### config.mk
export PLATFORM = sky130hd
export DESIGN_NAME = demod_status_register_bank
export DESIGN_NICKNAME = d
export VERILOG_FILES = /design/src/rtl/byte_reg.v /design/src/rtl/demod_status_register_bank.v
export VERILOG_INCLUDE_DIRS = /design/src /design/src/rtl
export SDC_FILE = /design/constraint.sdc
export NUM_CORES = 1
export LEC_CHECK = 0
export ABC_AREA = 0
export ABC_CLOCK_PERIOD_IN_PS = 1400
export BUFFER_PORTS_ARGS = -buffer_cell sky130_fd_sc_hd__buf_2
export CORE_ASPECT_RATIO = 1.25
export CORE_MARGIN = 2
export CORE_UTILIZATION = 50
export CTS_CLUSTER_SIZE = 12
export DETAILED_ROUTE_END_ITERATION = 10
export GPL_ROUTABILITY_DRIVEN = 0
export HOLD_SLACK_MARGIN = 0.08
export PLACE_DENSITY = 0.87
export REMOVE_ABC_BUFFERS = 1
export SYNTH_ARGS = -nofsm -noshare
export SYNTH_HDL_FRONTEND = slang
export SYNTH_SLANG_ARGS = --single-unit
export TNS_END_PERCENT = 1
### constraint.sdc
create_clock -name core_clk -period 1.4 [get_ports core_clk]
set_input_delay 0.14 -clock core_clk [delete_from_list [all_inputs] [get_ports core_clk]]
set_output_delay 0.14 -clock core_clk [all_outputs]
set_load 0.005 [all_outputs]
### src/rtl/demod_regs_defs.vh
`ifndef DEMOD_REGS_DEFS_VH
`define DEMOD_REGS_DEFS_VH

// Register addresses
`define ADDR_PREPROC_SYNC_STATUS 8'h03
`define ADDR_SOFT_RESET 8'h05
`define ADDR_GAIN_TARGET_LO 8'h10
`define ADDR_GAIN_TARGET_HI 8'h11

// Reset values
`define RST_PREPROC_SYNC_STATUS 8'h00
`define RST_GAIN_TARGET 16'h0000

// Status field positions
`define STATE_CODE_MSB 3
`define STATE_CODE_LSB 0
`define GAIN_LOCK_BIT 7

// Synchronisation state codes
`define STATE_COLD_RESET 4'h0
`define STATE_INITIALISE 4'h1
`define STATE_COARSE_TIMING 4'h2
`define STATE_FINE_TIMING_A 4'h3
`define STATE_FINE_TIMING_B 4'h4
`define STATE_TRACKING 4'h5
`define STATE_LOST_LOCK 4'h6

// Soft reset command value and pulse length
`define SOFT_RESET_CMD 8'h01
`define SOFT_RESET_CYCLES 4'h4

`endif

### src/rtl/byte_reg.v
`timescale 1ns/10ps
// One read/write byte register with hard and soft reset
module byte_reg #(
  parameter [7:0] ADDR = 8'h00,
  parameter [7:0] RESET_VAL = 8'h00
) (
  // Clock and reset
  input wire core_clk,
  input wire rst_n,
  input wire soft_rst,
  // Write port
  input wire wr_en,
  input wire [7:0] wr_addr,
  input wire [7:0] wr_data,
  // Stored value
  output reg [7:0] value_q
);

  always @(posedge core_clk or negedge rst_n) begin
    if (!rst_n) begin
      value_q <= RESET_VAL;
    end else if (soft_rst) begin
      value_q <= RESET_VAL;
    end else if (wr_en && (wr_addr == ADDR)) begin
      value_q <= wr_data;
    end
  end

endmodule

### src/rtl/demod_status_register_bank.v
// Behaviour
// - Each register is chosen by its own byte address in the host transaction.
// - A parameter wider than a byte spans consecutive byte addresses, low byte first.
// - Signed values are two's complement and never-negative values plain unsigned binary.
// - All registers return to their defaults after chip reset and after the soft reset.
// - In each field the most significant bit sits at the highest bit position.
// - Every register is read only, write only or read/write, and is used only that way.
// - Status bits 3 to 0 give the synchronisation state, codes 0 to 6.
// - Status bit 7 is set while the gain loop is locked.
`timescale 1ns/10ps
`include "demod_regs_defs.vh"
module demod_status_register_bank (
  // Clock and reset
  input wire core_clk,
  input wire nrst,
  // Host byte access from serial control bus slave
  input wire host_wr,
  input wire host_rd,
  input wire [7:0] host_addr,
  input wire [7:0] host_wdata,
  output wire [7:0] host_rdata,
  output wire host_rvalid,
  // Pre-processor status
  input wire [3:0] preproc_state_code,
  input wire gain_loop_locked,
  // Control to pre-processor
  output wire [15:0] gain_target,
  output wire soft_reset_active
);

  // Field layout and fixed values
  localparam [15:0] GAIN_TARGET_RST = `RST_GAIN_TARGET;
  localparam [3:0] SRST_IDLE = 4'h0;
  localparam [3:0] SRST_STEP = 4'h1;
  localparam [2:0] RESERVED_ZERO = 3'h0;
  localparam [7:0] UNMAPPED_DATA = 8'h00;

  // Reset synchroniser
  reg rst_s1_q;
  reg rst_s2_q;
  wire rst_n;

  // Address decode
  wire hit_status;
  wire hit_soft_reset;
  wire hit_tgt_lo;
  wire hit_tgt_hi;
  wire can_read;
  wire can_write;

  // Write acceptance
  wire wr_ok;
  wire wr_reg;
  wire srst_cmd;

  // Soft reset sequencing
  reg [3:0] srst_cnt_q;
  reg [3:0] srst_cnt_d;
  reg soft_rst_q;
  reg soft_rst_d;
  wire soft_rst;

  // Gain target bytes
  wire [7:0] tgt_lo;
  wire [7:0] tgt_hi;

  // Status capture
  wire [3:0] state_field;
  wire lock_field;
  reg [7:0] status_d;
  reg [7:0] status_q;

  // Read path
  reg [7:0] rdata_d;
  reg [7:0] rdata_q;
  reg rvalid_q;

  // Reset release synchroniser
  always @(posedge core_clk or negedge nrst) begin
    if (!nrst) begin
      rst_s1_q <= 1'b0;
      rst_s2_q <= 1'b0;
    end else begin
      rst_s1_q <= 1'b1;
      rst_s2_q <= rst_s1_q;
    end
  end
  assign rst_n = rst_s2_q;

  assign hit_status = (host_addr == `ADDR_PREPROC_SYNC_STATUS);
  assign hit_soft_reset = (host_addr == `ADDR_SOFT_RESET);
  assign hit_tgt_lo = (host_addr == `ADDR_GAIN_TARGET_LO);
  assign hit_tgt_hi = (host_addr == `ADDR_GAIN_TARGET_HI);

  assign can_read = hit_status | hit_tgt_lo | hit_tgt_hi;
  assign can_write = hit_soft_reset | hit_tgt_lo | hit_tgt_hi;

  assign wr_ok = host_wr & ~soft_rst;
  assign wr_reg = wr_ok & can_write;
  assign srst_cmd = wr_reg & hit_soft_reset & (host_wdata == `SOFT_RESET_CMD);

  always @* begin
    srst_cnt_d = srst_cnt_q;
    if (srst_cmd) begin
      srst_cnt_d = `SOFT_RESET_CYCLES;
    end else if (srst_cnt_q != SRST_IDLE) begin
      srst_cnt_d = srst_cnt_q - SRST_STEP;
    end
  end

  always @* begin
    soft_rst_d = (srst_cnt_d != SRST_IDLE);
  end

  always @(posedge core_clk or negedge rst_n) begin
    if (!rst_n) begin
      srst_cnt_q <= SRST_IDLE;
    end else begin
      srst_cnt_q <= srst_cnt_d;
    end
  end

  always @(posedge core_clk or negedge rst_n) begin
    if (!rst_n) begin
      soft_rst_q <= 1'b0;
    end else begin
      soft_rst_q <= soft_rst_d;
    end
  end
  assign soft_rst = soft_rst_q;
  assign soft_reset_active = soft_rst_q;

  byte_reg #(
    .ADDR(`ADDR_GAIN_TARGET_LO),
    .RESET_VAL(GAIN_TARGET_RST[7:0])
  ) u_tgt_lo (
    .core_clk(core_clk),
    .rst_n(rst_n),
    .soft_rst(soft_rst),
    .wr_en(wr_reg),
    .wr_addr(host_addr),
    .wr_data(host_wdata),
    .value_q(tgt_lo)
  );

  byte_reg #(
    .ADDR(`ADDR_GAIN_TARGET_HI),
    .RESET_VAL(GAIN_TARGET_RST[15:8])
  ) u_tgt_hi (
    .core_clk(core_clk),
    .rst_n(rst_n),
    .soft_rst(soft_rst),
    .wr_en(wr_reg),
    .wr_addr(host_addr),
    .wr_data(host_wdata),
    .value_q(tgt_hi)
  );
  assign gain_target = {tgt_hi, tgt_lo};

  assign state_field = preproc_state_code;
  assign lock_field = gain_loop_locked;

  always @* begin
    status_d = `RST_PREPROC_SYNC_STATUS;
    status_d[`STATE_CODE_MSB:`STATE_CODE_LSB] = state_field;
    status_d[`GAIN_LOCK_BIT - 1:`STATE_CODE_MSB + 1] = RESERVED_ZERO;
    status_d[`GAIN_LOCK_BIT] = lock_field;
  end

  always @(posedge core_clk or negedge rst_n) begin
    if (!rst_n) begin
      status_q <= `RST_PREPROC_SYNC_STATUS;
    end else if (soft_rst) begin
      status_q <= `RST_PREPROC_SYNC_STATUS;
    end else begin
      status_q <= status_d;
    end
  end

  always @* begin
    rdata_d = UNMAPPED_DATA;
    if (can_read) begin
      case (host_addr)
        `ADDR_PREPROC_SYNC_STATUS: begin
          rdata_d = status_q;
        end
        `ADDR_GAIN_TARGET_LO: begin
          rdata_d = tgt_lo;
        end
        `ADDR_GAIN_TARGET_HI: begin
          rdata_d = tgt_hi;
        end
        default: begin
          rdata_d = UNMAPPED_DATA;
        end
      endcase
    end
  end

  always @(posedge core_clk or negedge rst_n) begin
    if (!rst_n) begin
      rvalid_q <= 1'b0;
    end else begin
      rvalid_q <= host_rd;
    end
  end

  // Read data holds until next read
  always @(posedge core_clk or negedge rst_n) begin
    if (!rst_n) begin
      rdata_q <= UNMAPPED_DATA;
    end else if (host_rd) begin
      rdata_q <= rdata_d;
    end
  end

  assign host_rdata = rdata_q;
  assign host_rvalid = rvalid_q;

endmodule

==> summary.txt <==
Synthesis
  • Syn Area/Cell: 11.0 um2
  • Cell area after synthesis: 1700 um2
  • Register area share after synthesis: 0.545
  • Largest area contributor in the netlist: dfrtp_1
  • Share of the synthesized area in the top cell type: 0.545
  • Top post-synthesis cells by area: dfrtp_1 54%, nand2b_1 5.9%, mux2i_1 5.3%
  • Post-synth top flop: dfrtp_1
  • Ys Warns: 0
  • Cell with the most instances after synthesis: dfrtp_1
  • Synth top cells by count: 37 x dfrtp_1, 18 x nand2_1, 16 x nand2b_1
  • Unique masters post-synth: 34
  • Share of async-settable or async-resettable flops after synthesis: 1.00
  • Post-synth EDFFs: 0
  • #FFs+latches synth: 37
  • Gate Count Post-Synth: 155

Floorplanning
  • Cell row count: 23
  • Die height: 69.2 um
  • I/O pin count: 51
  • Initial core utilization: 0.528
  • Die area: 3890 um2
  • Core area: 3220 um2
  • DIE WIDTH: 56.2 um

Clock tree
  • Clk slew on worst S/H paths: 0.07 ns
  • CTS tree: yes
  • CTS H-tree lvls: 2
  • Clk buf depth: 2
  • Later-pin clock latency in the skew report: 0.28 ns
  • Root buffer cell: clkbuf_8
  • Clk sink count: 37
  • Num CTS Buffers: 5

Worst hold path
  • Hold path start: host_wdata[0]
  • Hold Path Class: in2reg
  • Hold path endpoint: u_tgt_lo.value_q[0]$_DFFE_PN0P_
  • Hold depth: 3

STA
  • TNS Setup: 0 ns
  • Final setup fails: 0
  • Fin crit period: 1.33 ns
  • Max Slew Vio Count: 0
  • Fmax: 750 MHz
  • Final Cycle Share: 0.952
  • Post-Route Skew: 0.00684 ns
  • Final hold vios: 0
  • Unrepaired setup endpoints after global routing: false

Placed design
  • PortBufs: 50
  • Post-Place Cells: 242
  • Detailed Place HPWL: 2.78 mm
  • Post-DP Area: 1990 um2

Drt
  • # DRC: 0
  • Drt wl/cell: 15.3 um
  • Initial DRC Count: 46
  • DR pass1 iterations: 4
  • Vias per std cell: 5.35
  • Post-route ant nets: 0
  • Final WL: 3.94 mm
  • Routed via count: 1374

Finish
  • Fillers: 258
  • N_diodes: 0
  • Area Growth Syn to Fin: 27.3%
  • Post-route cell area: 2160 um2
  • Share of cells above drive strength 1: 0.355
  • Nets: 245
  • Layout Cells excl Fill: 257

Setup path
  • WP data arrival: 1.49 ns
  • R2r setup slk: 0.07 ns
  • Startpoint Class: flop
  • Critical path fanouts, max: 4
  • Worst path max stage delay: 0.38 ns
  • Crit-path cells: inv_1 -> ha_4 -> nor2b_2 -> mux2i_1 -> or3_1
  • Setup CP Type: reg2reg
  • Critical R2R Capture: soft_reset_active$_DFF_PN0_
  • CP max-delay cell: dfrtp_1
  • Reg2reg start: srst_cnt_q[0]$_DFF_PN0_
  • Reg2Reg Depth: 5
  • Worst Path Required: 1.56 ns
  • CP Capture Type: flop

Global routing
  • First-pass GRT wire length: 6.27 mm
  • Largest net degree at the start of global routing: 36
  • Vias in the first global route: 1321
  • Grt total ovfl: 0
  • Total track usage: 0.209
  • Initial antenna violation count: 0

Power and ir drop
  • Pwr Density: 1210 nW/um2
  • Peak supply drop: 1.16 mV
  • Pleak: 1.08 nW

Flow run
  • Max-cap viol count: 0

Run status
  • Outcome: complete, no violations
[power by group]
group	leakage (nW)	switching [mW]	internal, mW
clock	0.0450	0.358	0.345
combinational	0.537	0.325	0.360
sequential	0.497	0.0716	1.16
[worst max path at each step]
stage | cells past startpoint | slack [ns] | to | start
detailed placement | 5 | 0.01 | soft_reset_active$_DFF_PN0_ | srst_cnt_q[1]$_DFF_PN0_
floorplan | 5 | 0.07 | soft_reset_active$_DFF_PN0_ | srst_cnt_q[0]$_DFF_PN0_
finish | 5 | 0.07 | soft_reset_active$_DFF_PN0_ | srst_cnt_q[0]$_DFF_PN0_
global route | 5 | 0.003 | soft_reset_active$_DFF_PN0_ | srst_cnt_q[0]$_DFF_PN0_
global placement | 5 | 0.06 | soft_reset_active$_DFF_PN0_ | srst_cnt_q[0]$_DFF_PN0_
CTS | 5 | 0.04 | soft_reset_active$_DFF_PN0_ | srst_cnt_q[1]$_DFF_PN0_
[metal layers]
| metal | up-vias | share of wire | GRT usage |
|---|---|---|---|
| li1 | 660 | - | - |
| met3 | 6 | 0.061 | 0.0485 |
| met2 | 58 | 0.49 | 0.337 |
| met4 | 0 | 0.013 | 0.0714 |
| met1 | 650 | 0.43 | 0.275 |
| met5 | - | 0 | 0 |
[sequential cells by signal (all words and copies together) (netlist names)]
| signal | flops |
|---|---|
| host_rdata | 8 |
| host_rvalid | 1 |
| rst_n | 1 |
| rst_s1_q | 1 |
| soft_reset_active | 1 |
| srst_cnt_q | 4 |
| status_q | 5 |
| u_tgt_hi.value_q | 8 |
| u_tgt_lo.value_q | 8 |
[kinds of logic after synthesis]
family,share of synthesized area
fa+ha+maj,0.00736
xor+xnor,0.00515
simple gates,0.238
other cells,0.00221
buf+inv,0.0427
flops,0.545
mux,0.0530
compound gates,0.107
[metrics by stage]
step                hold slack (ns)  total power [mW]  setup slack [ns]  utilization
floorplan                    -0.156              1.59            0.0681            -
global placement            -0.0750              1.78            0.0618        0.617
detailed placement          -0.0708              1.81            0.0104        0.617
CTS                          0.0886              2.53            0.0362        0.662
global route                 0.0940              2.80           0.00343        0.672
finish                       0.0926              2.62            0.0672        0.672
[layout by cell type, fill, tap and decap left out, types with 2 or more instances in the layout]
master,n
dfrtp_1,37
nor2b_1,7
or3_1,2
o2bb2ai_1,3
clkbuf_8,5
a221o_1,5
nor2_1,11
dlygate4sd3_1,6
buf_2,50
mux2i_1,9
inv_1,2
a21oi_1,2
nor3_1,2
nand2b_1,16
buf_4,8
o21ai_1,3
o21ai_2,2
clkinv_2,2
o21ai_0,11
nand2_1,17
[worst max-delay path: cells and delay by family (launching register included)]
kind / cells / cell delay (ns)
AND/OR/NAND/NOR: 2 / 0.47
flip-flops: 1 / 0.38
adder cells (fa/ha/maj): 1 / 0.16
buffers and inverters: 1 / 0.13
multiplexers: 1 / 0.08
[cell type report]
class,count,area (um2),share of cell area
sequential,37,926,0.428
inverter,3,11.3,0.00520
clock buffer,6,72.6,0.0335
multi-input combinational,108,728,0.336
timing repair buffer,64,370,0.171
clock inverter,2,10.0,0.00462
tap,37,46.3,0.0214
[repair_timing]
item                                    in CTS  in global routing
hold buffers                                 6                  0
gates resized for setup                      1                  6
buffers inserted                             0                  1
endpoints found under the setup margin       1                  4
endpoints found under the hold margin        7                  0
(Power assumes the default switching activity.)
